--- src/rsq_consts.vh ---
// Constants for the string-repeat prefix sequencer.
// Assumes inclusion by bare name from each design file.
`ifndef RSQ_CONSTS_VH
`define RSQ_CONSTS_VH

// Width of the repeat count register
`define RSQ_CNT_W      16
`define RSQ_CNT_ZERO   16'h0000
`define RSQ_CNT_ONE    16'h0001

// Prefix bytes; the equal and zero forms share the plain repeat byte
`define RSQ_PFX_REP    8'hF3
`define RSQ_PFX_NE     8'hF2

// String primitive opcodes, byte form; word form sets the low bit
`define RSQ_OP_MOVE    8'hA4
`define RSQ_OP_CMP     8'hA6
`define RSQ_OP_STORE   8'hAA
`define RSQ_OP_SCAN    8'hAE
`define RSQ_OP_SZ_MASK 8'hFE

// Opcode register value out of reset
`define RSQ_OP_RST     8'h00

// Sequencer states
`define RSQ_ST_IDLE    3'h0
`define RSQ_ST_PFX     3'h1
`define RSQ_ST_CHK     3'h2
`define RSQ_ST_IRQ     3'h3
`define RSQ_ST_RUN     3'h4
`define RSQ_ST_TST     3'h5
`define RSQ_ST_FIN     3'h6

`endif

--- src/rsq_count.v ---
// Repeat count register with load and decrement.
// Assumes load and decrement are never asked for in the same cycle.
`timescale 1ns/100ps
`default_nettype none
`include "rsq_consts.vh"

module rsq_count #(
  parameter CNT_W = `RSQ_CNT_W
) (
  // Clock and reset
  input  wire             sys_clk_i,
  input  wire             rst_n_i,
  // Control
  input  wire             load_i,
  input  wire [CNT_W-1:0] load_val_i,
  input  wire             dec_i,
  // State
  output reg  [CNT_W-1:0] count_o
);

  // Load wins over decrement
  always @(posedge sys_clk_i) begin
    if (!rst_n_i) begin
      count_o <= {CNT_W{1'b0}};
    end else if (load_i) begin
      count_o <= load_val_i;
    end else if (dec_i) begin
      count_o <= count_o - {{(CNT_W-1){1'b0}}, 1'b1};
    end
  end

endmodule
`default_nettype wire

--- src/rsq_seq.v ---
// String-repeat prefix sequencer: decodes prefix and string bytes and
// runs the repeat loop. Assumes the core executes one primitive per
// start pulse and answers with a done pulse carrying the zero flag.
`timescale 1ns/100ps
`default_nettype none
`include "rsq_consts.vh"

// Operation
// - A plain repeat on a move or store keeps running while the count is not zero.
// - Each repetition first services any pending interrupt before the primitive runs.
// - After each pass the count drops by one and is tested for zero before the next pass.
// - The repeat, while-equal and while-zero forms are one and the same prefix byte.
// - The equal form on compare or scan repeats only if the primitive left the flag set.
// - The not-equal form on compare or scan stops as soon as the primitive sets the flag.
// - The not-equal form ignores the flag value held before the first pass.
module rsq_seq #(
  parameter CNT_W = `RSQ_CNT_W
) (
  // Clock and reset
  input  wire             sys_clk_i,
  input  wire             rst_n_i,
  // Instruction byte stream
  input  wire             op_valid_i,
  input  wire [7:0]       op_byte_i,
  output reg              op_ready_o,
  // Count register load
  input  wire             count_load_i,
  input  wire [CNT_W-1:0] count_load_val_i,
  output wire [CNT_W-1:0] count_o,
  // Interrupt service
  input  wire             irq_pending_i,
  input  wire             irq_ack_i,
  output reg              irq_service_o,
  // Primitive execution
  output reg              prim_start_o,
  output reg  [7:0]       prim_op_o,
  input  wire             prim_done_i,
  input  wire             zero_flag_i,
  // Status
  output reg              rep_active_o,
  output reg              done_o
);

  reg  [2:0]       state_r;
  reg  [2:0]       state_nxt;
  reg              ne_r;
  reg              ne_nxt;
  reg              cmp_r;
  reg              cmp_nxt;
  reg              zf_r;
  reg              zf_nxt;
  reg  [7:0]       op_nxt;
  reg              rep_nxt;
  reg              start_nxt;
  reg              done_nxt;
  reg              dec;
  wire             take;
  wire             load;
  wire             cnt_zero;

  // Primitive class of a byte, both sizes
  function is_string;
    input [7:0] b;
    reg   [7:0] m;
    begin
      m = b & `RSQ_OP_SZ_MASK;
      is_string = (m == `RSQ_OP_MOVE) || (m == `RSQ_OP_STORE) ||
                  (m == `RSQ_OP_CMP) || (m == `RSQ_OP_SCAN);
    end
  endfunction

  function is_cmp_scan;
    input [7:0] b;
    reg   [7:0] m;
    begin
      m = b & `RSQ_OP_SZ_MASK;
      is_cmp_scan = (m == `RSQ_OP_CMP) || (m == `RSQ_OP_SCAN);
    end
  endfunction

  // Prefix detection; one byte covers three forms
  function is_prefix;
    input [7:0] b;
    begin
      is_prefix = (b == `RSQ_PFX_REP) || (b == `RSQ_PFX_NE);
    end
  endfunction

  assign take     = op_valid_i && op_ready_o;
  assign load     = count_load_i && (state_r == `RSQ_ST_IDLE);
  assign cnt_zero = (count_o == `RSQ_CNT_ZERO);

  // Count register
  rsq_count #(
    .CNT_W      (CNT_W)
  ) u_count (
    .sys_clk_i  (sys_clk_i),
    .rst_n_i    (rst_n_i),
    .load_i     (load),
    .load_val_i (count_load_val_i),
    .dec_i      (dec),
    .count_o    (count_o)
  );

  // Next-state logic
  always @* begin
    state_nxt = state_r;
    ne_nxt    = ne_r;
    cmp_nxt   = cmp_r;
    zf_nxt    = zf_r;
    op_nxt    = prim_op_o;
    rep_nxt   = rep_active_o;
    start_nxt = 1'b0;
    done_nxt  = 1'b0;
    dec       = 1'b0;
    case (state_r)
      `RSQ_ST_IDLE: begin
        if (take) begin
          if (is_prefix(op_byte_i)) begin
            ne_nxt    = (op_byte_i == `RSQ_PFX_NE);
            state_nxt = `RSQ_ST_PFX;
          end else begin
            // Unprefixed instruction runs once
            op_nxt    = op_byte_i;
            rep_nxt   = 1'b0;
            start_nxt = 1'b1;
            state_nxt = `RSQ_ST_RUN;
          end
        end
      end
      `RSQ_ST_PFX: begin
        if (take) begin
          if (is_prefix(op_byte_i)) begin
            ne_nxt = (op_byte_i == `RSQ_PFX_NE); // Last prefix counts
          end else if (is_string(op_byte_i)) begin
            op_nxt    = op_byte_i;
            cmp_nxt   = is_cmp_scan(op_byte_i);
            rep_nxt   = 1'b1;
            state_nxt = `RSQ_ST_CHK;
          end else begin
            // Prefix has no effect on a non-string instruction
            op_nxt    = op_byte_i;
            rep_nxt   = 1'b0;
            start_nxt = 1'b1;
            state_nxt = `RSQ_ST_RUN;
          end
        end
      end
      `RSQ_ST_CHK: begin
        if (cnt_zero) begin
          state_nxt = `RSQ_ST_FIN;
        end else if (irq_pending_i) begin
          state_nxt = `RSQ_ST_IRQ;
        end else begin
          start_nxt = 1'b1;
          state_nxt = `RSQ_ST_RUN;
        end
      end
      `RSQ_ST_IRQ: begin
        if (irq_ack_i) begin
          start_nxt = 1'b1;
          state_nxt = `RSQ_ST_RUN;
        end
      end
      `RSQ_ST_RUN: begin
        if (prim_done_i) begin
          if (rep_active_o) begin
            dec       = 1'b1;
            zf_nxt    = zero_flag_i;
            state_nxt = `RSQ_ST_TST;
          end else begin
            state_nxt = `RSQ_ST_FIN;
          end
        end
      end
      `RSQ_ST_TST: begin
        // Flag exit only for compare and scan, taken from this pass
        if (cmp_r && (ne_r ? zf_r : !zf_r)) begin
          state_nxt = `RSQ_ST_FIN;
        end else begin
          state_nxt = `RSQ_ST_CHK;
        end
      end
      `RSQ_ST_FIN: begin
        done_nxt  = 1'b1;
        rep_nxt   = 1'b0;
        state_nxt = `RSQ_ST_IDLE;
      end
      default: begin
        state_nxt = `RSQ_ST_IDLE;
      end
    endcase
  end

  // State and output registers
  always @(posedge sys_clk_i) begin
    if (!rst_n_i) begin
      state_r       <= `RSQ_ST_IDLE;
      ne_r          <= 1'b0;
      cmp_r         <= 1'b0;
      zf_r          <= 1'b0;
      prim_op_o     <= `RSQ_OP_RST;
      rep_active_o  <= 1'b0;
      prim_start_o  <= 1'b0;
      done_o        <= 1'b0;
      op_ready_o    <= 1'b0;
      irq_service_o <= 1'b0;
    end else begin
      state_r       <= state_nxt;
      ne_r          <= ne_nxt;
      cmp_r         <= cmp_nxt;
      zf_r          <= zf_nxt;
      prim_op_o     <= op_nxt;
      rep_active_o  <= rep_nxt;
      prim_start_o  <= start_nxt;
      done_o        <= done_nxt;
      op_ready_o    <= (state_nxt == `RSQ_ST_IDLE) || (state_nxt == `RSQ_ST_PFX);
      irq_service_o <= (state_nxt == `RSQ_ST_IRQ);
    end
  end

endmodule
`default_nettype wire

--- config.mk ---
export PLATFORM = sky130hd
export DESIGN_NAME = rsq_seq
export DESIGN_NICKNAME = d
export VERILOG_FILES = /design/src/rsq_count.v /design/src/rsq_seq.v
export VERILOG_INCLUDE_DIRS = /design/src /design/src/src
export SDC_FILE = /design/constraint.sdc
export NUM_CORES = 1
export LEC_CHECK = 0
export BUFFER_PORTS_ARGS = -buffer_cell sky130_fd_sc_hd__buf_2
export CORE_ASPECT_RATIO = 0.9
export CORE_UTILIZATION = 40
export CTS_CLUSTER_SIZE = 40
export DETAILED_ROUTE_END_ITERATION = 16
export GPL_ROUTABILITY_DRIVEN = 1
export PLACE_DENSITY = 0.66
export SLEW_MARGIN = 10
export SYNTH_ARGS = -nofsm -noshare
export SYNTH_HDL_FRONTEND = slang
export SYNTH_SLANG_ARGS = --single-unit
--- constraint.sdc ---
create_clock -name sys_clk_i -period 5.5 [get_ports sys_clk_i]
set_input_delay 1.1 -clock sys_clk_i [delete_from_list [all_inputs] [get_ports sys_clk_i]]
set_output_delay 1.1 -clock sys_clk_i [all_outputs]
set_load 0.05 [all_outputs]
==> flow_metrics.env <==
export IMPL_synth_edff_count=0
export IMPL_synth_compound_area_share_pct=19.23
export IMPL_ys_ff_latch=35
export IMPL_path_max_fanout=10
export IMPL_num_vias=1701
export IMPL_synth_area_leader_cell="dfxtp_1"
export IMPL_clk_pin_slew_ns=0.08
export IMPL_drt_first_pass_iters=4
export IMPL_yosysSeqAreaShare_pct=39.44
export IMPL_ir_drop_v=0.0001559
export IMPL_r2r_start="u_count.count_o[9]$_SDFFE_PN0P_"
export IMPL_crit_path_end="irq_service_o$_SDFF_PN0_"
export IMPL_grt_overflow=0
export IMPL_utilization_pct=54.15
export IMPL_drt_wl_total_mm=4.369
export IMPL_setup_slack_ns=3.103
export IMPL_diodes=0
export IMPL_critPathCaptureType="flop"
export IMPL_ys_warn_count=0
export IMPL_setup_viol_count_final=0
export IMPL_start_kind="input pin"
export IMPL_clkPwrFrac_pct=36.1
export IMPL_power_density_mw_per_mm2=346.5
export IMPL_status="complete, no violations"
export IMPL_cts_tree="done"
export IMPL_syn_num_nets=248
export IMPL_routedWlPerCell_um=13.16
export IMPL_synth_simple_gate_area_share_pct=28.52
export IMPL_syn_inst=214
export IMPL_synth_top_family_by_area="simple AND/OR/NAND/NOR gates"
export IMPL_rsz0062_at_grt="false"
export IMPL_rows=22
export IMPL_fp_dieH_um=65.23
export IMPL_ioPinCount=61
export IMPL_synth_avg_cell_area_um2=8.302
export IMPL_insertion_delay_ns=0.29
export IMPL_num_nets_final=305
export IMPL_hold_viol_final=0
export IMPL_routabilityCongestion=0.8221
export IMPL_internal_power_mw=0.5163
export IMPL_synthToLayoutAreaGrowth_pct=26.69
export IMPL_grt_pass1_vias=1528
export IMPL_cp_data_arrival_time_ns=2.56
export IMPL_fp_coreArea_mm2=0.004156
export IMPL_cts_buffers_inserted=5
export IMPL_reg2reg_slack_ns=3.46
export IMPL_switching_share_pct=33.80
export IMPL_holdBufCountCts=0
export IMPL_cts_setup_buffers=0
export IMPL_die_w_um=72.25
export IMPL_hpwlAfterDp_mm=3.168
export IMPL_antenna_found_initial=0
export IMPL_min_period_over_period_pct=43.59
export IMPL_worstRegToRegCells=5
export IMPL_tightestPinTransition_ns=0.7707
export IMPL_relSlewSlack_pct=48.56
export IMPL_htree_levels=2
export IMPL_synth_top_cells_by_count="dfxtp_1 (35), a21oi_1 (27), nand2_1 (22), nor2_1 (20), o21ai_0 (10)"
export IMPL_route_detailed_drc=0
export IMPL_place_port_buffers=60
export IMPL_switching_power_mw=0.2636
export IMPL_cts_root_buf="clkbuf_8"
export IMPL_clock_path_buffers=2
export IMPL_synth_area_leaders="dfxtp_1 (39%), a21oi_1 (7.6%), nand2_1 (4.6%)"
export IMPL_synthMuxAreaShare_pct=1.197
export IMPL_grt_max_degree=27
export IMPL_design_area_mm2=0.002251
export IMPL_synth_top_flop_cell="dfxtp_1"
export IMPL_synth_adder_area_share_pct=1.408
export IMPL_critPathKind="in2reg"
export IMPL_worstPathRequired_ns=5.66
export IMPL_p_leak_nw=0.9537
export IMPL_max_clock_freq_mhz=417.2
export IMPL_pwr_share_comb_pct=25.4
export IMPL_pre_cts_ws_ns=2.788
export IMPL_timing_hold_ws_ns=0.4524
export IMPL_setup_worst_path_start="op_byte_i[2]"
export IMPL_holdCritPathClass="reg2reg"
export IMPL_syn_cell_area_mm2=0.001777
export IMPL_reg2reg_to="irq_service_o$_SDFF_PN0_"
export IMPL_grtUsageTotal_pct=20.30
export IMPL_maxCapViolCount=0
export IMPL_synth_xor_area_share_pct=6.408
export IMPL_placed_cell_area_mm2=0.002115
export IMPL_yosys_cell_types_count=49
export IMPL_drive_above_1_share_pct=28.31
export IMPL_die_area_mm2=0.004713
export IMPL_async_flop_share_pct=0
export IMPL_initial_core_util_pct=42.75
export IMPL_tns_ns=0
export IMPL_clock_sinks=35
export IMPL_yosysMostFrequentCell="dfxtp_1"
export IMPL_pwr_share_seq_pct=38.4
export IMPL_drtAntennaViolNets=0
export IMPL_grt_pass1_wl_mm=7.396
export IMPL_skew_ns=0.006879
export IMPL_min_period_ns=2.397
export IMPL_initialDrtViolationCount=68
export IMPL_via_per_inst=5.123
export IMPL_ctsResizeCount=0
export IMPL_synth_top_cell_area_share_pct=39.44
export IMPL_slew_violations=0
## cell families (layout without fill, tap and decap cells)
group / Yosys count / after routing
AOI/OAI and AO/OA: 57 / 57
xor gates and xnor gates: 13 / 13
adders and majority gates: 2 / 2
buffers and inverters: 17 / 75
DFF: 35 / 35
muxes: 2 / 2
and+or+nand+nor: 88 / 88
## state kept, by name, summed over array words and instances, names as in the netlist
name,count
u_count.count_o,16
prim_op_o,8
state_r,3
cmp_r,1
done_o,1
irq_service_o,1
ne_r,1
op_ready_o,1
prim_start_o,1
rep_active_o,1
zf_r,1
## worst max-delay path, stage by stage
cell      delay [ns]
buf_2           0.12
nor3b_1         0.31
a21o_1          0.36
nor2_1          0.15
a211oi_1        0.39
nor3_1          0.13
## worst min path at each step
stage,to,from,cells past startpoint
after CTS,prim_op_o[0]$_SDFFE_PN0P_,prim_op_o[0]$_SDFFE_PN0P_,2
after global routing,prim_op_o[3]$_SDFFE_PN0P_,prim_op_o[3]$_SDFFE_PN0P_,2
after detailed placement,prim_op_o[0]$_SDFFE_PN0P_,prim_op_o[0]$_SDFFE_PN0P_,2
final,prim_op_o[0]$_SDFFE_PN0P_,prim_op_o[0]$_SDFFE_PN0P_,2
after global placement,prim_op_o[2]$_SDFFE_PN0P_,prim_op_o[2]$_SDFFE_PN0P_,2
after floorplan,cmp_r$_SDFFE_PN0P_,cmp_r$_SDFFE_PN0P_,2
## per-layer routing
metal	track usage [%]	wire length, µm	up-vias
met4	7.843	80	0
met3	4.755	225	10
met1	29.61	2235	759
met2	28.50	1827	49
met5	0	0	-
li1	-	-	883
## power groups by stage
stage	Sequential [mW]	Clock [mW]	Combinational (mW)
after CTS	0.299	0.286	0.199
after detailed placement	0.305	0	0.198
after floorplan	0.367	0	0.0857
final	0.300	0.282	0.198
after global routing	0.303	0.303	0.216
after global placement	0.305	0	0.198
## cells in the final DEF (no fill, tap or decap), types with 2 or more instances in the layout
| cell | count |
|---|---|
| nand3b_1 | 3 |
| clkbuf_8 | 5 |
| nand2b_1 | 2 |
| and2b_1 | 2 |
| nor3_1 | 8 |
| o21ai_0 | 10 |
| inv_1 | 6 |
| or3_1 | 3 |
| a211oi_1 | 6 |
| a31oi_1 | 2 |
| dfxtp_1 | 35 |
| xnor2_1 | 7 |
| nor2b_1 | 4 |
| or4_1 | 2 |
| o22ai_1 | 2 |
| nor4_4 | 2 |
| bufinv_16 | 2 |
| ha_1 | 2 |
| nand3_1 | 4 |
| nor2_1 | 20 |
| nand2_1 | 22 |
| a21oi_1 | 27 |
| and4bb_2 | 2 |
| buf_2 | 60 |
| and3_1 | 2 |
| xor2_1 | 6 |
## final cells by class
cell class	instances	area, µm²
clock buffers	5	68.82
clock inverters	3	67.56
fillers	418	1906
inverters	6	22.52
multi-input cells	162	1008
flip-flops and latches	35	700.7
well taps	60	75.07
repair buffers	61	307.8
## stage by stage
stage          power [mW]  instances
4_1_cts            0.7844        332
3_5_place_dp       0.5038        324
3_3_place_gp       0.5031        324
2_1_floorplan      0.4524        214
5_1_grt            0.8220        332
6_report           0.7799        332
Note: power is estimated with default switching activity, not from simulation.
